File: config.mk
export PLATFORM = sky130hd
export DESIGN_NAME = dual_integrating_voltmeter_ctrl
export DESIGN_NICKNAME = d
export VERILOG_FILES = /design/src/design/dvm_pkg.sv /design/src/design/dual_slope_converter.sv /design/src/design/dual_integrating_voltmeter_ctrl.sv
export SDC_FILE = /design/constraint.sdc
export NUM_CORES = 1
export LEC_CHECK = 0
export ABC_AREA = 0
export BUFFER_PORTS_ARGS = -buffer_cell sky130_fd_sc_hd__buf_2
export CAP_MARGIN = 20
export CORE_AREA = 2 2 180 138
export CTS_BUF_LIST = sky130_fd_sc_hd__clkbuf_16
export DETAILED_ROUTE_END_ITERATION = 10
export DIE_AREA = 0 0 182 140
export PLACE_DENSITY = 0.56
export SLEW_MARGIN = 15
export SYNTH_ARGS = -nofsm -noshare
export SYNTH_HDL_FRONTEND = slang
export SYNTH_SLANG_ARGS = --single-unit
File: constraint.sdc
create_clock -name i_clk_sys -period 2.99 [get_ports i_clk_sys]
set_input_delay 0.7475 -clock i_clk_sys [delete_from_list [all_inputs] [get_ports i_clk_sys]]
set_output_delay 0.7475 -clock i_clk_sys [all_outputs]
set_load 0.005 [all_outputs]
File: src/design/dvm_pkg.sv
// constants, command codes and carrier types for the dual integrating voltmeter control
// assumes one 100 MHz system clock; dataway commands arrive already on that clock
package dvm_pkg;

    // ****************************************
    // timing
    // ****************************************
    localparam int CLK_MHZ = 100;
    localparam int INTEG_TIME_MS = 20;
    localparam int INTEG_CYCLES = INTEG_TIME_MS * 1000 * CLK_MHZ;
    localparam int FULL_SCALE_COUNTS = 512;

    // ****************************************
    // widths and values
    // ****************************************
    localparam int RESULT_W = 10;
    localparam int LEVEL_W = 12;
    localparam int MASK_W = 4;
    localparam int NUM_CONV = 2;
    localparam logic [9:0] RES_POS_FULL = 10'h1ff;
    localparam logic [9:0] RES_NEG_SAT = 10'h200;
    localparam logic [9:0] RES_ZERO = 10'h000;
    localparam logic [3:0] MASK_RESET = 4'h0;
    localparam logic [1:0] FLAGS_RESET = 2'h0;
    localparam int MASK_DONE_POS = 0;
    localparam int MASK_OVR_POS = 2;

    // ****************************************
    // function codes
    // ****************************************
    localparam logic [4:0] FN_READ = 5'h00;
    localparam logic [4:0] FN_TEST_DONE = 5'h08;
    localparam logic [4:0] FN_TEST_CLEAR = 5'h0a;
    localparam logic [4:0] FN_WRITE_MASK = 5'h11;
    localparam logic [4:0] FN_TEST_BUSY = 5'h1b;
    localparam logic [4:0] FN_START = 5'h1c;

    // ****************************************
    // types
    // ****************************************
    typedef struct packed {
        logic [4:0] func;
        logic [3:0] sub;
        logic [3:0] wdata;
    } cmd_type;

    typedef struct packed {
        logic valid;
        logic q;
        logic [9:0] read;
    } resp_type;

    typedef enum logic [2:0] {
        ST_IDLE = 3'b001,
        ST_INTEG = 3'b010,
        ST_DISCH = 3'b100
    } conv_state_type;

endpackage

File: src/design/dual_slope_converter.sv
// one dual-slope conversion sequencer: fixed integrate, then timed run-down
// assumes a digitised stand-in for the integrator level, stable during a conversion
`timescale 1ns/100ps
`default_nettype none
module dual_slope_converter #(
    parameter int INTEG_CYCLES = dvm_pkg::INTEG_CYCLES
) (
    // clock and reset
    input wire logic i_clk_sys,
    input wire logic i_rst_n,
    // control
    input wire logic i_clear,
    input wire logic i_start,
    input wire logic signed [dvm_pkg::LEVEL_W-1:0] i_level,
    // status
    output logic o_busy,
    output logic o_done,
    output logic o_ovr,
    output logic [dvm_pkg::RESULT_W-1:0] o_result
);
    // ****************************************
    // sequencer
    // ****************************************
    // run-down step: full scale discharges in one integrate period
    localparam int UNIT_RAW = INTEG_CYCLES / dvm_pkg::FULL_SCALE_COUNTS;
    localparam int UNIT_CYCLES = (UNIT_RAW < 1) ? 1 : UNIT_RAW;

    dvm_pkg::conv_state_type state_q, state_d;
    logic [31:0] cnt_q, cnt_d;
    logic [9:0] mag_q, mag_d;
    logic [9:0] run_q, run_d;
    logic neg_q, neg_d;
    logic ovr_q, ovr_d;
    logic done_q, done_d;
    logic [9:0] result_q, result_d;

    always_comb begin
        state_d = state_q;
        cnt_d = cnt_q;
        mag_d = mag_q;
        run_d = run_q;
        neg_d = neg_q;
        ovr_d = ovr_q;
        done_d = 1'b0;
        result_d = result_q;
        case (state_q)
            dvm_pkg::ST_IDLE: begin
                if (i_start) begin
                    state_d = dvm_pkg::ST_INTEG; // see RULE2
                    cnt_d = 32'h0;
                end
            end
            dvm_pkg::ST_INTEG: begin
                // fixed integrate period, then latch level and clamp to range
                if (cnt_q == 32'(INTEG_CYCLES - 1)) begin // see RULE4
                    state_d = dvm_pkg::ST_DISCH;
                    cnt_d = 32'h0;
                    run_d = 10'h000;
                    neg_d = i_level[dvm_pkg::LEVEL_W-1];
                    if (i_level > 12'sh1ff) begin // see RULE9
                        mag_d = 10'h1ff;
                        ovr_d = 1'b1;
                    end else if (i_level < -12'sh1ff) begin
                        mag_d = 10'h200;
                        ovr_d = 1'b1;
                    end else begin
                        mag_d = i_level[dvm_pkg::LEVEL_W-1] ? 10'(-i_level) : 10'(i_level);
                        ovr_d = 1'b0;
                    end
                end else begin
                    cnt_d = cnt_q + 32'h1;
                end
            end
            dvm_pkg::ST_DISCH: begin
                // run-down time at constant current gives the magnitude
                if (run_q == mag_q) begin // see RULE5
                    state_d = dvm_pkg::ST_IDLE;
                    done_d = 1'b1;
                    result_d = neg_q ? 10'(-run_q) : run_q; // see RULE8
                end else if (cnt_q == 32'(UNIT_CYCLES - 1)) begin
                    cnt_d = 32'h0;
                    run_d = run_q + 10'h001;
                end else begin
                    cnt_d = cnt_q + 32'h1;
                end
            end
            default: begin
                state_d = dvm_pkg::ST_IDLE;
            end
        endcase
        // initialize aborts a conversion in flight
        if (i_clear) begin
            state_d = dvm_pkg::ST_IDLE;
            done_d = 1'b0;
        end
    end

    always_ff @(posedge i_clk_sys or negedge i_rst_n) begin
        if (!i_rst_n) begin
            state_q <= dvm_pkg::ST_IDLE;
            cnt_q <= 32'h0;
            mag_q <= 10'h000;
            run_q <= 10'h000;
            neg_q <= 1'b0;
            ovr_q <= 1'b0;
            done_q <= 1'b0;
            result_q <= dvm_pkg::RES_ZERO;
        end else begin
            state_q <= state_d;
            cnt_q <= cnt_d;
            mag_q <= mag_d;
            run_q <= run_d;
            neg_q <= neg_d;
            ovr_q <= ovr_d;
            done_q <= done_d;
            result_q <= result_d;
        end
    end

    assign o_busy = (state_q != dvm_pkg::ST_IDLE);
    assign o_done = done_q;
    assign o_ovr = ovr_q;
    assign o_result = result_q;

    // ****************************************
    // checks
    // ****************************************
    logic [31:0] age_q;
    always_ff @(posedge i_clk_sys or negedge i_rst_n) begin
        if (!i_rst_n) begin
            age_q <= 32'h0;
        end else begin
            age_q <= o_busy ? age_q + 32'h1 : 32'h0;
        end
    end
endmodule
`default_nettype wire

File: src/design/dual_integrating_voltmeter_ctrl.sv
// Contract
// RULE1 - two independent converters; subaddresses 0,2 upper and 1,3 lower.
// RULE2 - function 28 on subaddress 0/1 starts that converter and sets busy.
// RULE3 - external sample pulse starts a conversion exactly like the start command.
// RULE4 - integrate for nominally 20 ms, then time constant-current discharge.
// RULE5 - whole conversion takes 20 to 40 ms depending on input.
// RULE6 - end of conversion sets done; enabled done raises the service request.
// RULE7 - function 0 on subaddress 0/1 returns the result on read lines with Q.
// RULE8 - result is 10-bit two's complement, minus full scale 1000000001.
// RULE9 - beyond range saturates to 0111111111 or 1000000000 and sets overrange.
// RULE10 - function 27 on subaddress 0/1 gives Q exactly while busy.
// RULE11 - function 8 gives Q when done and enabled; flag unchanged.
// RULE12 - function 10 on subaddress 0/1 tests like function 8, clears done.
// RULE13 - function 10 on subaddress 2/3 tests enabled overrange, clears overrange.
// RULE14 - function 17 subaddress 0 loads the four-bit enable mask with Q.
// RULE15 - initialize clears busy, done, overrange and all four enables.
// RULE16 - service request is OR of enabled flags; done ends busy.
//
// top of the two-channel voltmeter control: dataway command decode, flags, enables
// assumes commands and initialize are synchronous to i_clk_sys; sample pins are not
`timescale 1ns/100ps
`default_nettype none
module dual_integrating_voltmeter_ctrl #(
    parameter int INTEG_CYCLES = dvm_pkg::INTEG_CYCLES
) (
    // clock and reset
    input wire logic i_clk_sys,
    input wire logic i_rst_n,
    // dataway command side
    input wire logic i_cmd_strobe,
    input wire dvm_pkg::cmd_type i_cmd,
    input wire logic i_init,
    output dvm_pkg::resp_type o_resp,
    output logic o_service_req,
    // front panel and front end
    input wire logic [1:0] i_external_sample_input,
    input wire logic signed [dvm_pkg::LEVEL_W-1:0] i_level_upper,
    input wire logic signed [dvm_pkg::LEVEL_W-1:0] i_level_lower
);
    // ****************************************
    // helpers
    // ****************************************
    // subaddresses 0 and 1 reach done/busy/result, 2 and 3 reach overrange
    function automatic logic low_sub(input logic [3:0] sub);
        return sub < 4'h2;
    endfunction

    function automatic logic is_cmd(input dvm_pkg::cmd_type c, input logic [4:0] fn);
        return c.func == fn;
    endfunction

    // ****************************************
    // external sample synchroniser
    // ****************************************
    // pins are asynchronous; the third stage only feeds the edge detector
    logic [1:0] samp_meta_q, samp_sync_q, samp_last_q;
    logic [1:0] ext_edge;

    always_ff @(posedge i_clk_sys or negedge i_rst_n) begin
        if (!i_rst_n) begin
            samp_meta_q <= 2'h0;
            samp_sync_q <= 2'h0;
            samp_last_q <= 2'h0;
        end else begin
            samp_meta_q <= i_external_sample_input;
            samp_sync_q <= samp_meta_q;
            samp_last_q <= samp_sync_q;
        end
    end

    assign ext_edge = samp_sync_q & ~samp_last_q;

    // ****************************************
    // converters
    // ****************************************
    logic [1:0] conv_start, conv_busy, conv_done, conv_ovr;
    logic [9:0] conv_result [2];
    logic signed [dvm_pkg::LEVEL_W-1:0] conv_level [2];
    logic cmd_start_hit;
    logic cmd_idx;

    assign conv_level[0] = i_level_upper;
    assign conv_level[1] = i_level_lower;
    assign cmd_idx = i_cmd.sub[0]; // see RULE1
    assign cmd_start_hit = i_cmd_strobe && is_cmd(i_cmd, dvm_pkg::FN_START) && low_sub(i_cmd.sub);

    genvar g;
    generate
        for (g = 0; g < dvm_pkg::NUM_CONV; g++) begin : gen_conv
            // both start sources merge into one request
            assign conv_start[g] = (cmd_start_hit && (cmd_idx == 1'(g))) || ext_edge[g]; // see RULE3
            dual_slope_converter #(
                .INTEG_CYCLES(INTEG_CYCLES)
            ) u_conv (
                .i_clk_sys(i_clk_sys),
                .i_rst_n(i_rst_n),
                .i_clear(i_init),
                .i_start(conv_start[g]),
                .i_level(conv_level[g]),
                .o_busy(conv_busy[g]),
                .o_done(conv_done[g]),
                .o_ovr(conv_ovr[g]),
                .o_result(conv_result[g])
            );
        end
    endgenerate

    // ****************************************
    // flags, enables and responses
    // ****************************************
    logic [1:0] done_q, done_d, ovr_q, ovr_d;
    logic [3:0] en_q, en_d;
    dvm_pkg::resp_type resp_q, resp_d;
    logic [1:0] done_clr, ovr_clr;

    always_comb begin
        done_clr = 2'h0;
        ovr_clr = 2'h0;
        en_d = en_q;
        resp_d = '0;
        if (i_cmd_strobe) begin
            resp_d.valid = 1'b1;
            case (i_cmd.func)
                dvm_pkg::FN_READ: begin
                    if (low_sub(i_cmd.sub)) begin
                        resp_d.q = 1'b1; // see RULE7
                        resp_d.read = conv_result[cmd_idx];
                    end
                end
                dvm_pkg::FN_START: begin
                    resp_d.q = low_sub(i_cmd.sub);
                end
                dvm_pkg::FN_TEST_BUSY: begin
                    resp_d.q = low_sub(i_cmd.sub) && conv_busy[cmd_idx]; // see RULE10
                end
                dvm_pkg::FN_TEST_DONE: begin
                    resp_d.q = low_sub(i_cmd.sub) && done_q[cmd_idx] && en_q[dvm_pkg::MASK_DONE_POS + cmd_idx]; // see RULE11
                end
                dvm_pkg::FN_TEST_CLEAR: begin
                    if (low_sub(i_cmd.sub)) begin
                        resp_d.q = done_q[cmd_idx] && en_q[dvm_pkg::MASK_DONE_POS + cmd_idx]; // see RULE12
                        done_clr[cmd_idx] = 1'b1;
                    end else if (i_cmd.sub < 4'h4) begin
                        resp_d.q = ovr_q[cmd_idx] && en_q[dvm_pkg::MASK_OVR_POS + cmd_idx]; // see RULE13
                        ovr_clr[cmd_idx] = 1'b1;
                    end
                end
                dvm_pkg::FN_WRITE_MASK: begin
                    if (i_cmd.sub == 4'h0) begin
                        en_d = i_cmd.wdata; // see RULE14
                        resp_d.q = 1'b1;
                    end
                end
                default: begin
                    resp_d.q = 1'b0;
                end
            endcase
        end
        // a conversion ending in the clearing cycle keeps its flag
        done_d = (done_q & ~done_clr) | conv_done; // see RULE6
        ovr_d = (ovr_q & ~ovr_clr) | (conv_done & conv_ovr); // see RULE9
        if (i_init) begin
            done_d = dvm_pkg::FLAGS_RESET; // see RULE15
            ovr_d = dvm_pkg::FLAGS_RESET;
            en_d = dvm_pkg::MASK_RESET;
        end
    end

    always_ff @(posedge i_clk_sys or negedge i_rst_n) begin
        if (!i_rst_n) begin
            done_q <= dvm_pkg::FLAGS_RESET;
            ovr_q <= dvm_pkg::FLAGS_RESET;
            en_q <= dvm_pkg::MASK_RESET;
            resp_q <= '0;
        end else begin
            done_q <= done_d;
            ovr_q <= ovr_d;
            en_q <= en_d;
            resp_q <= resp_d;
        end
    end

    assign o_resp = resp_q;
    // busy ends in the same edge that sets done, inside the converter
    assign o_service_req = |({ovr_q, done_q} & en_q); // see RULE16
endmodule
`default_nettype wire

* Word level (Yosys, flattened, before mapping)
Index checks and enable logic that the tools add are counted.
** Storage, ports and cells
- Register bits after elaboration :: 162
- Bits of input ports :: 43
- Output and inout port bits :: 13
- Word-level logic and storage cells :: 204
** Operators by class
- Add/sub/neg operators :: 9
- Magnitude comparators :: 11
- Equality and inequality tests :: 33
- Mux-type cells :: 81
- Bitwise logic cells :: 12
- Reduce and logical (&&, ||, !) cells :: 33
** Operators by type and width (count)
- 2-to-1 mux 32 bit :: 8
- case mux 32 bit (3 select lines) :: 2
- 2-to-1 mux 10 bit :: 18
- adder 32 x 1 -> 32 bit (second input constant) :: 2
- == test 32 x 12 -> 1 bit (second input constant) :: 2
- == test 32 x 21 -> 1 bit (second input constant) :: 2
- negation 10 bit :: 4
- case mux 10 bit (2 select lines) :: 2
- > comparator 12 x 10 -> 1 bit (second input constant) :: 2
- < comparator 12 x 10 -> 1 bit (second input constant) :: 2
- 2-to-1 mux 3 bit :: 8
- 2-to-1 mux 1 bit :: 23
- adder 10 x 1 -> 10 bit (second input constant) :: 2
- == test 10 bit :: 2
- 2-to-1 mux 2 bit :: 9
- inequality test 3 x 2 -> 1 bit (second input constant) :: 6
- case mux 3 bit (3 select lines) :: 2
- 2-to-1 mux 4 bit :: 4
- == test 5 bit (second input constant) :: 3
- AND reduction 3 bit :: 5
- 2-to-1 mux 12 bit :: 1
- inequality test 2 x 1 -> 1 bit (second input constant) :: 6
- 2-to-1 mux 11 bit :: 1
- == test 5 x 4 -> 1 bit (second input constant) :: 2
- 31 further kinds :: 61

* Longest topological paths before layout
Gate-level depths: netlist of the first run.
- Depth after elaboration :: 12
- Mapped depth :: 10
- Gate-level depth less buffers :: 8

* By module
A second synthesis of the first run with hierarchy kept.
** Unflattened totals
- Cells, all modules :: 1045
- Area, all modules :: 9394.0 um^2
** Modules (own cells, without submodules)
- dual_slope_converter at gen_conv[1].u_conv :: instances 1, cells each 470, area each 4155.2 um^2, sequential area each 1702.9 um^2
- dual_slope_converter at gen_conv[0].u_conv :: instances 1, cells each 466, area each 4091.4 um^2, sequential area each 1702.9 um^2
- dual_integrating_voltmeter_ctrl :: instances 1, cells each 109, area each 1147.4 um^2, sequential area each 650.6 um^2

* Worst setup path before layout of the first run
Ideal clock, no wire load.
- Kind :: input-to-reg
- From :: input i_cmd[7] (netlist bit)
- To :: register gen_conv[0].u_conv.cnt_q[18]
- Setup time :: 121 ps
- Data arrival time :: 2371 ps
- Required time :: 2869 ps
- Slack :: 498 ps
- Cell stages on the path :: 7
- Buffers on the path :: 1
- Cell sequence :: nor4b_2 > nand4_1 > a21o_1 > o211ai_1 > clkbuf_1 > o21ai_0 > a22o_1
** Between the ends
- Cells in the longest elaborated chain, start to end :: 6
** RTL lines
- start, declared :: line dual_integrating_voltmeter_ctrl.sv:31 : input wire dvm_pkg::cmd_type i_cmd,
- < comparator 4 x 2 -> 1 bit :: line dual_integrating_voltmeter_ctrl.sv:45 : return sub < 4'h2;
- logical AND 1 bit :: line dual_integrating_voltmeter_ctrl.sv:85 : assign cmd_start_hit = i_cmd_strobe && is_cmd(i_cmd, dvm_pkg::FN_START) && low_sub(i_cmd.sub);
- logical AND 1 bit :: line dual_integrating_voltmeter_ctrl.sv:91 : assign conv_start[g] = (cmd_start_hit && (cmd_idx == 1'(g))) || ext_edge[g];
- logical OR 1 bit :: line dual_integrating_voltmeter_ctrl.sv:91
- inequality test 2 x 1 -> 1 bit (no source line)
- AND reduction 3 bit (no source line)
- end signal, assigned :: line dual_slope_converter.sv:110 : cnt_q <= cnt_d;
- end, declared :: line dual_slope_converter.sv:29 : logic [31:0] cnt_q, cnt_d;
Every way passes these cells.
A chain may end at the register's enable or synchronous reset.

* Worst setup path after layout of the first run
- From :: register gen_conv[1].u_conv.run_q[0]
- To :: register gen_conv[1].u_conv.cnt_q[10]
** Between the ends
- Cells in the longest elaborated chain, start to end :: 3
** RTL lines
- start, declared :: line dual_slope_converter.sv:31 : logic [9:0] run_q, run_d;
- start signal, assigned :: line dual_slope_converter.sv:112 : run_q <= run_d;
- == test 10 bit :: line dual_slope_converter.sv:76 : if (run_q == mag_q) begin
- inequality test 2 bit (no source line)
- AND reduction 3 bit (no source line)
- end signal, assigned :: line dual_slope_converter.sv:110
- end, declared :: line dual_slope_converter.sv:29
Every way passes these cells.

==> results of run 1 <==
## metal layers
layer  wire, µm  GRT usage  vias to the layer above
li1           -          -                     3936
met1      12200      0.286                     3783
met2      10100      0.281                      160
met3        853     0.0369                       18
met4        256     0.0463                        0
met5          0          0                        -
## report_power, final
part | internal [mW] | switching, mW | total, mW
clock network | 1.49 | 0.967 | 2.46
registers | 2.21 | 0.0291 | 2.24
logic | 0.106 | 0.181 | 0.287
total | 3.81 | 1.18 | 4.99
## synthesized netlist by cell type, drive strengths merged (12+ instances only)
| master | count | area, µm² |
|---|---|---|
| dfrtp | 160 | 4000 |
| nand2 | 117 | 444 |
| nor2 | 102 | 385 |
| o21ai | 87 | 435 |
| nand3 | 66 | 330 |
| a21oi | 48 | 240 |
| nor3 | 39 | 206 |
| inv | 38 | 143 |
| clkbuf | 37 | 143 |
| nand4 | 35 | 225 |
| a22o | 29 | 254 |
| mux2i | 26 | 260 |
| xor2 | 26 | 228 |
| xnor2 | 24 | 210 |
| nor4 | 20 | 216 |
| buf | 16 | 114 |
| and3 | 14 | 88.8 |
| o31ai | 14 | 105 |
| a21o | 12 | 90.1 |
## cells by family (layout without fill, tap and decap cells)
family	count (synthesis)	after routing	synth area share
AND/OR/NAND/NOR	472	472	0.267
XOR/XNOR	50	50	0.0469
AO/OA/AOI/OAI	240	240	0.167
buffers and inverters	91	172	0.0428
multiplexers	26	26	0.0279
flip-flops	162	162	0.435
adder cells (fa/ha/maj)	10	10	0.0134
## area by class of cell
| class | count | share of cell area |
|---|---|---|
| well taps | 306 | 0.0355 |
| flip-flops and latches | 162 | 0.376 |
| clock buffers | 17 | 0.0395 |
| multi-input cells | 798 | 0.452 |
| repair buffers | 102 | 0.0623 |
| inverters | 38 | 0.0132 |
| clock inverters | 15 | 0.0212 |
## sequential cells by signal, indices dropped and copies added, names as in the netlist, 4 cells and up
signal                    count
gen_conv.u_conv.state_q       6
gen_conv.u_conv.run_q        20
gen_conv.u_conv.mag_q        20
gen_conv.u_conv.cnt_q        64
en_q                          4
o_resp                       12
gen_conv.u_conv.o_result     20
## per-stage QoR
| step | total power [mW] | cell area, µm² | hold slack [ns] | std cells |
|---|---|---|---|---|
| 6_report | 4.99 | 10800 | 0.260 | 1438 |
| 5_1_grt | 5.17 | 10800 | 0.296 | 1438 |
| 4_1_cts | 5.04 | 10800 | 0.271 | 1438 |
| 3_5_place_dp | 2.57 | 10100 | 0.348 | 1406 |
| 3_3_place_gp | 2.57 | 10100 | 0.339 | 1406 |
| 2_1_floorplan | 2.42 | 9330 | 0.331 | 1051 |
## worst max path at each step
stage	end	from	depth (start not counted)
finish	gen_conv[1].u_conv.cnt_q[10]$_DFFE_PN0P_	gen_conv[1].u_conv.run_q[0]$_DFFE_PN0P_	7
global route	gen_conv[1].u_conv.run_q[6]$_DFFE_PN0P_	gen_conv[1].u_conv.cnt_q[17]$_DFFE_PN0P_	7
CTS	gen_conv[1].u_conv.cnt_q[10]$_DFFE_PN0P_	gen_conv[1].u_conv.run_q[0]$_DFFE_PN0P_	7
detailed placement	gen_conv[1].u_conv.cnt_q[11]$_DFFE_PN0P_	i_cmd[8]	8
global placement	gen_conv[1].u_conv.cnt_q[16]$_DFFE_PN0P_	i_cmd[8]	8
floorplan	gen_conv[0].u_conv.cnt_q[18]$_DFFE_PN0P_	i_cmd[7]	7
==> out/summary.txt, run 1 <==
Pleak -> 4.60 nW
Worst rel slew slack -> 0.563
Syn Nets -> 1104
Synthesis-to-layout area growth -> 15.6%
CORE AREA -> 23700 µm²
Post-synthesis cell type count -> 72
Multi-input gate area -> 4870 µm²
Die Y -> 140 µm
Pwr Density -> 463 nW/µm²
Layout cell share with drive strength beyond 1 -> 0.140
Largest net degree at the start of global routing -> 53
RSZ-0062 raised after global routing -> false
Peak supply drop -> 0.397 mV
Die width -> 182 µm
Core Rows -> 49
Port Buffers -> 55
Vias in the first global route -> 7351
Layout Nets -> 1172
Setup slack after layout -> 0.325 ns
Fmax -> 375 MHz
Ant. Diodes -> 0
Num CTS Buffers -> 17
Placer Congestion -> 0.809
Fin Setup TNS -> 0 ns
Primary FF master, synth -> dfrtp_1
Post_cts resized -> 0
Most frequent cells in the layout -> dfrtp_1, nand2_1, nor2_1
Critical path required time -> 3.35 ns
Clock Tree Buf Depth -> 2
Setup CP Type -> flop to flop
Cells after Synth -> 1051
Total Routing Usage GR -> 0.190
Hold bufs inserted after CTS -> 0
Slew Viols, Final -> 0
Drt total wl -> 23.4 mm
Vias -> 7897
Setup crit start kind -> flop
CP arrival -> 3.02 ns
Max Fanout on Critical Path -> 16
CP Capture Type -> flop
Seq/Total Area, Yosys -> 0.435
R2R Path Start -> gen_conv[1].u_conv.run_q[0]$_DFFE_PN0P_
Clk Latency, worst-skew pair -> 0.44 ns
Initial antenna violation count -> 0
Period utilization -> 0.891
Clock sink count -> 162
Worst Hold Class -> primary input to asynchronous set/reset pin
Fillers -> 2293
DPL Wire Length -> 16.8 mm
Total grt overflow -> 0
Avg Inst Size Synth -> 8.88 µm²
Synth warn -> 0
Setup violators final -> 0
Cells on worst reg2reg path -> 7
Clk_skew -> 0.0104 ns
Post-CTS setup buffers -> 0
TritonCTS clock tree -> yes
R2R Path End -> gen_conv[1].u_conv.cnt_q[10]$_DFFE_PN0P_
Die area -> 25500 µm²
Max-cap viol count -> 0
Crit-path cells -> xor2_1, nor4_1, a31oi_1, nor3_4, buf_4, o2bb2a_1, o31ai_1
FF-to-FF setup slack -> 0.32 ns
Clock Pin Slew Worst Setup and Hold Paths -> 0.07 ns
Synth async-reset ratio -> 1.00
Vias per cell -> 5.49
Pre-antenna DRT Iters -> 5
Worst Tran Pin Value -> 0.653 ns
Final core utilization -> 0.456
Pre-CTS WS -> 0.105 ns
Crit path max-delay family -> simple AND/OR/NAND/NOR gates
Final-report hold violation count -> 0
DRC -> 0
Slowest-stage cell, CP -> nor3_4
Htree depth -> 4
Post-route minimum period -> 2.67 ns
Global-route wire length before repair -> 38.9 mm
Post-synth EDFFs -> 0
Outcome -> complete, no violations
Buffers plus inverters on the worst setup path -> 1
Initial core utilization -> 0.394
Antenna-violating nets left -> 0
Root buf cell -> clkbuf_16
#FFs+latches synth -> 162
Sequential Area -> 4060 µm²
Slowest stage delay, CP -> 0.59 ns
Synth Cell Area -> 9330 µm²
Commonest non-fill, non-tap cell in the layout -> dfrtp_1
Number of DRC markers in iteration 0 -> 569
Ports -> 56
Avg WL per Cell -> 16.3 µm
(Power assumes the default switching activity.)
==> run 2: changes to the inputs <==
Settings changed: BUFFER_PORTS_ARGS -buffer_cell sky130_fd_sc_hd__buf_2 to -buffer_cell sky130_fd_sc_hd__buf_4, CORE_AREA 2 2 180 138 to 2 2 111 221, DIE_AREA 0 0 182 140 to 0 0 113 223.
==> run 2 against run 1 <==
The run now ends with DRC left. Routed wire length fell by 3.8%. Clock-buffer cell count did not move. Fmax rose by 1.1%. Combinational power rose by 7.0%. Clock skew barely moved. Via count fell by 0.42%. Non-clock buffer count fell by 11. Register-to-register slack improved by 0.03 ns.
==> out/summary.txt, run 2 (synthesized netlist as in run 1, its figures left out) <==
Final-report hold violation count -> 0 (unchanged)
Pre-antenna DRT Iters -> 8 (was 5)
Setup crit start kind -> flop (unchanged)
Avg WL per Cell -> 16.0 µm (was 16.3 µm)
Layout Nets -> 1161 (was 1172)
Worst Tran Pin Value -> 0.642 ns (was 0.653 ns)
Flop pwr share -> 0.479 (was 0.449)
Ant. Diodes -> 0 (unchanged)
Clock Pin Slew Worst Setup and Hold Paths -> 0.06 ns (was 0.07 ns)
Violated checks -> DRC
Pre-CTS WS -> 0.0358 ns (was 0.105 ns)
Post-route minimum period -> 2.64 ns (was 2.67 ns)
Outcome -> finished with violations (was complete, no violations)
Most frequent cells in the layout -> dfrtp_1, nand2_1, nor2_1 (unchanged)
Peak supply drop -> 0.355 mV (was 0.397 mV)
Die Y -> 223 µm (was 140 µm)
CP arrival -> 2.96 ns (was 3.02 ns)
Max-cap viol count -> 0 (unchanged)
Clk Latency, worst-skew pair -> 0.44 ns (about the same)
Post_cts resized -> 0 (unchanged)
Switching portion of total power -> 0.240 (was 0.236)
Die width -> 113 µm (was 182 µm)
Setup CP Type -> flop to flop (unchanged)
Largest reg by FF count -> gen_conv.u_conv.cnt_q (unchanged)
Hold bufs inserted after CTS -> 0 (unchanged)
Slew Viols, Final -> 0 (unchanged)
Clock sink count -> 162 (unchanged)
Pwr Density -> 436 nW/µm² (was 463 nW/µm²)
CORE AREA -> 23600 µm² (was 23700 µm²)
Crit-path cells -> ha_1, and4_1, nand2_2, or4_4, a22oi_4, o21ai_0, a22o_1 (was xor2_1, nor4_1, a31oi_1, nor3_4, buf_4, o2bb2a_1, o31ai_1)
Fin Setup TNS -> 0 ns (unchanged)
Clock power share -> 0.455 (was 0.493)
Clock Tree Buf Depth -> 2 (unchanged)
Max Fanout on Critical Path -> 15 (was 16)
Core Rows -> 80 (was 49)
Htree depth -> 4 (unchanged)
Drt total wl -> 22.5 mm (was 23.4 mm)
Global-route wire length before repair -> 38.7 mm (was 38.9 mm)
TritonCTS clock tree -> yes (unchanged)
Slowest stage delay, CP -> 0.58 ns (was 0.59 ns)
Number of DRC markers in iteration 0 -> 531 (was 569)
Max reg flops -> 64 (unchanged)
Critical path required time -> 3.32 ns (was 3.35 ns)
Worst rel slew slack -> 0.568 (was 0.563)
Int Pwr -> 3.56 mW (was 3.81 mW)
Setup slack after layout -> 0.353 ns (was 0.325 ns)
Antenna-violating nets left -> 0 (unchanged)
Period utilization -> 0.882 (was 0.891)
Total Routing Usage GR -> 0.188 (was 0.190)
Slowest-stage cell, CP -> or4_4 (was nor3_4)
Ports -> 56 (unchanged)
CP Capture Type -> flop (unchanged)
Num CTS Buffers -> 17 (unchanged)
Synthesis-to-layout area growth -> 15.0% (was 15.6%)
RSZ-0062 raised after global routing -> false (unchanged)
Worst Hold Class -> primary input to asynchronous set/reset pin (unchanged)
Die area -> 25200 µm² (was 25500 µm²)
Largest net degree at the start of global routing -> 60 (was 53)
DPL Wire Length -> 16.0 mm (was 16.8 mm)
Layout cell share with drive strength beyond 1 -> 0.129 (was 0.140)
Clk_skew -> 0.0101 ns (was 0.0104 ns)
Vias in the first global route -> 7680 (was 7351)
Fmax -> 379 MHz (was 375 MHz)
DRC -> 8 (was 0)
Initial core utilization -> 0.395 (was 0.394)
Commonest non-fill, non-tap cell in the layout -> dfrtp_1 (unchanged)
Vias -> 7864 (was 7897)
Vias per cell -> 5.59 (was 5.49)
Initial antenna violation count -> 0 (unchanged)
Fillers -> 2347 (was 2293)
Port Buffers -> 55 (unchanged)
Setup violators final -> 0 (unchanged)
Switch Pwr -> 1.12 mW (was 1.18 mW)
Total grt overflow -> 0 (unchanged)
Comb pwr share -> 0.066 (was 0.057)
Pleak -> 4.55 nW (was 4.60 nW)
Post-CTS setup buffers -> 0 (unchanged)
Root buf cell -> clkbuf_16 (unchanged)
Placer Congestion -> 0.858 (was 0.809)
==> run 2: final cells by class <==
type	count	area (µm²)	area share
clock inverter	15	144	0.0134
timing repair buffer	91	732	0.0682
tap	287	359	0.0335
clock buffer	17	425	0.0396
inverter	38	143	0.0133
multi-input combinational	798	4870	0.454
sequential	162	4060	0.378
==> run 2: critical path, delay by kind of cell (launching register included) <==
kind,cells,cell delay (ns)
compound gates,3,0.92
fa+ha+maj,1,0.24
flops,1,0.43
simple gates,3,0.94
==> run 2: worst paths after layout <==
kind	start	to	slack (ns)	depth (start not counted)
worst max-delay path	gen_conv[0].u_conv.cnt_q[0]$_DFFE_PN0P_	gen_conv[0].u_conv.cnt_q[9]$_DFFE_PN0P_	0.35	7
worst min register to register	samp_meta_q[1]$_DFF_PN0_	samp_sync_q[1]$_DFF_PN0_	0.36	0
min in group i_clk_sys	samp_meta_q[1]$_DFF_PN0_	samp_sync_q[1]$_DFF_PN0_	0.36	0
worst max register to register	gen_conv[0].u_conv.cnt_q[0]$_DFFE_PN0P_	gen_conv[0].u_conv.cnt_q[9]$_DFFE_PN0P_	0.35	7
worst min-delay path	i_rst_n	gen_conv[1].u_conv.mag_q[8]$_DFFE_PN0P_	0.28	1
max in group asynchronous	i_rst_n	gen_conv[1].u_conv.state_q[0]$_DFFE_PN1P_	1.96	2
==> run 2: layer usage <==
metal / vias to the layer above / GRT usage / wire, µm
li1: 3915 / - / -
met1: 3807 / 0.261 / 10900
met2: 120 / 0.298 / 10700
met3: 22 / 0.0261 / 544
met4: 0 / 0.0692 / 363
met5: - / 0 / 0
==> run 2: power by group through the flow <==
stage                     Sequential [mW]  Combinational, mW  Clock (mW)
after floorplan                      2.27              0.154           0
after global placement               2.28              0.304           0
after detailed placement             2.28              0.311           0
after CTS                            2.24              0.312        2.18
after global routing                 2.24              0.350        2.27
final                                2.24              0.307        2.13
==> run 2: stage by stage <==
step	hold WS (ns)	area (µm²)	total power [mW]	cells	util
5_1_grt	0.325	10700	4.86	1408	0.454
4_1_cts	0.289	10700	4.74	1407	0.454
6_report	0.279	10700	4.68	1408	0.454
2_1_floorplan	0.331	9330	2.42	1051	-
3_5_place_dp	0.336	10100	2.59	1375	0.430
3_3_place_gp	0.341	10100	2.58	1375	0.430
==> run 3: changes to the inputs <==
Settings changed: CTS_BUF_LIST sky130_fd_sc_hd__clkbuf_16 to sky130_fd_sc_hd__clkbuf_2 sky130_fd_sc_hd__clkbuf_4 sky130_fd_sc_hd__clkbuf_8.
==> run 3 against run 2 <==
The run still ends with DRC left. Fmax fell by 0.11%. Sequential cell count unchanged. Clock-buffer cell count grew 4. Non-clock buffer count stayed put. Clock skew increased by 0.0065 ns. Critical endpoint unchanged.
==> out/summary.txt, run 3 (synthesized netlist as in run 1, its figures left out) <==
Commonest non-fill, non-tap cell in the layout -> dfrtp_1 (unchanged)
CORE AREA -> 23600 µm² (unchanged)
Max reg flops -> 64 (unchanged)
Total grt overflow -> 0 (unchanged)
Critical path required time -> 3.37 ns (was 3.32 ns)
Final core utilization -> 0.447 (was 0.454)
Total Routing Usage GR -> 0.187 (was 0.188)
GR met3 Demand/Resource -> 0.0326 (was 0.0261)
Ports -> 56 (unchanged)
Vias in the first global route -> 7661 (was 7680)
DPL Wire Length -> 16.0 mm (unchanged)
Worst Tran Pin Value -> 0.643 ns (was 0.642 ns)
Die width -> 113 µm (unchanged)
Worst rel slew slack -> 0.568 (about the same)
Worst hold margin -> 0.231 ns (was 0.279 ns)
Pre-antenna DRT Iters -> 8 (unchanged)
Busiest grt layer -> met2 (unchanged)
Clock Tree Buf Depth -> 2 (unchanged)
CP Capture Type -> flop (unchanged)
Drt total wl -> 22.5 mm (about the same)
Vias per cell -> 5.58 (was 5.59)
Post-route minimum period -> 2.64 ns (about the same)
R2R Path End -> gen_conv[0].u_conv.cnt_q[9]$_DFFE_PN0P_ (unchanged)
Root buf cell -> clkbuf_8 (was clkbuf_16)
GRT met2 Usage -> 0.298 (about the same)
Synthesis-to-layout area growth -> 13.3% (was 15.0%)
Post-CTS setup buffers -> 0 (unchanged)
Fillers -> 2356 (was 2347)
Clk_skew -> 0.0166 ns (was 0.0101 ns)
Clk Latency, worst-skew pair -> 0.49 ns (was 0.44 ns)
Violated checks -> DRC (unchanged)
Most frequent cells in the layout -> dfrtp_1, nand2_1, nor2_1 (unchanged)
TritonCTS clock tree -> yes (unchanged)
Global-route wire length before repair -> 38.6 mm (was 38.7 mm)
R2R Path Start -> gen_conv[0].u_conv.cnt_q[0]$_DFFE_PN0P_ (unchanged)
Worst Hold Class -> primary input to asynchronous set/reset pin (unchanged)
Cells on worst reg2reg path -> 7 (unchanged)
RSZ-0062 raised after global routing -> false (unchanged)
Fin Setup TNS -> 0 ns (unchanged)
Num CTS Buffers -> 17 (unchanged)
Setup violators final -> 0 (unchanged)
Htree depth -> 4 (unchanged)
Largest reg by FF count -> gen_conv.u_conv.cnt_q (unchanged)
Initial antenna violation count -> 0 (unchanged)
Pwr Density -> 397 nW/µm² (was 436 nW/µm²)
Largest net degree at the start of global routing -> 60 (unchanged)
Layout Nets -> 1161 (unchanged)
Peak supply drop -> 0.205 mV (was 0.355 mV)
Setup crit start kind -> flop (unchanged)
Max-cap viol count -> 0 (unchanged)
Avg WL per Cell -> 16.0 µm (about the same)
Outcome -> finished with violations (unchanged)
DRC -> 8 (unchanged)
Slew Viols, Final -> 0 (unchanged)
Vias -> 7860 (was 7864)
Setup CP Type -> flop to flop (unchanged)
Port Buffers -> 55 (unchanged)
Hold bufs inserted after CTS -> 0 (unchanged)
Placer Congestion -> 0.858 (unchanged)
Ant. Diodes -> 0 (unchanged)
CP arrival -> 3.01 ns (was 2.96 ns)
Post_cts resized -> 0 (unchanged)
Max Fanout on Critical Path -> 15 (unchanged)
Clock Pin Slew Worst Setup and Hold Paths -> 0.08 ns (was 0.06 ns)
Final-report hold violation count -> 0 (unchanged)
Layout cell share with drive strength beyond 1 -> 0.133 (was 0.129)
M1 GR Usage -> 0.260 (was 0.261)
Initial core utilization -> 0.395 (unchanged)
Pleak -> 4.47 nW (was 4.55 nW)
Die Y -> 223 µm (unchanged)
Number of DRC markers in iteration 0 -> 586 (was 531)
Period utilization -> 0.883 (was 0.882)
Core Rows -> 80 (unchanged)
Fmax -> 379 MHz (about the same)
Antenna-violating nets left -> 0 (unchanged)
FF-to-FF setup slack -> 0.35 ns (about the same)
Die area -> 25200 µm² (unchanged)
Clock sink count -> 162 (unchanged)
[run 3: cell count changes in the layout (fill, tap and decap cells not counted)]
cell       previous run  this run
clkbuf_16            17         0
clkbuf_4              0         2
inv_1                40        38
clkinv_1              2         0
clkbuf_8              0        19
[run 3: per-stage QoR]
step           cell area (µm²)  total power, mW  cells  setup WS [ns]
2_1_floorplan             9330             2.42   1051          0.498
3_3_place_gp             10100             2.58   1375         0.0307
3_5_place_dp             10100             2.59   1375         0.0358
4_1_cts                  10600             4.25   1407          0.380
5_1_grt                  10600             4.38   1408          0.183
6_report                 10600             4.19   1408          0.351
[run 3: final cells by class]
cell class | count | area (µm²) | share of cell area
Clock buffer | 21 | 277 | 0.0262
Clock inverter | 11 | 129 | 0.0122
Inverter | 38 | 143 | 0.0135
Multi-Input combinational cell | 798 | 4870 | 0.461
Sequential cell | 162 | 4060 | 0.384
Tap cell | 287 | 359 | 0.0340
Timing Repair Buffer | 91 | 732 | 0.0693
[run 3: power by group]
part           internal (mW)  switching, mW
Combinational          0.125          0.182
Clock                  0.808          0.841
Sequential              2.21         0.0286
Total                   3.14           1.05
[run 3: critical path, stage by stage, from the launching register on]
cell	delay [ns]
dfrtp_1	0.44
ha_1	0.24
and4_1	0.24
nand2_2	0.12
or4_4	0.58
a22oi_4	0.48
o21ai_0	0.19
a22o_1	0.25
[run 3: metal layers]
metal / share of wire / routed length, µm / vias to the layer above
li1: - / - / 3909
met1: 0.48 / 10700 / 3795
met3: 0.032 / 723 / 18
met5: 0 / 0 / -
met4: 0.012 / 279 / 0
met2: 0.48 / 10700 / 138
[run 3: worst max path at each step]
stage	startpoint	endpoint	slack [ns]
final	gen_conv[0].u_conv.cnt_q[0]$_DFFE_PN0P_	gen_conv[0].u_conv.cnt_q[9]$_DFFE_PN0P_	0.35
after global routing	gen_conv[1].u_conv.cnt_q[0]$_DFFE_PN0P_	gen_conv[1].u_conv.cnt_q[10]$_DFFE_PN0P_	0.18
after CTS	gen_conv[0].u_conv.cnt_q[0]$_DFFE_PN0P_	gen_conv[0].u_conv.cnt_q[9]$_DFFE_PN0P_	0.38
after detailed placement	i_cmd[8]	gen_conv[1].u_conv.cnt_q[11]$_DFFE_PN0P_	0.04
after global placement	i_cmd[8]	gen_conv[1].u_conv.cnt_q[11]$_DFFE_PN0P_	0.03
after floorplan	i_cmd[7]	gen_conv[0].u_conv.cnt_q[18]$_DFFE_PN0P_	0.50
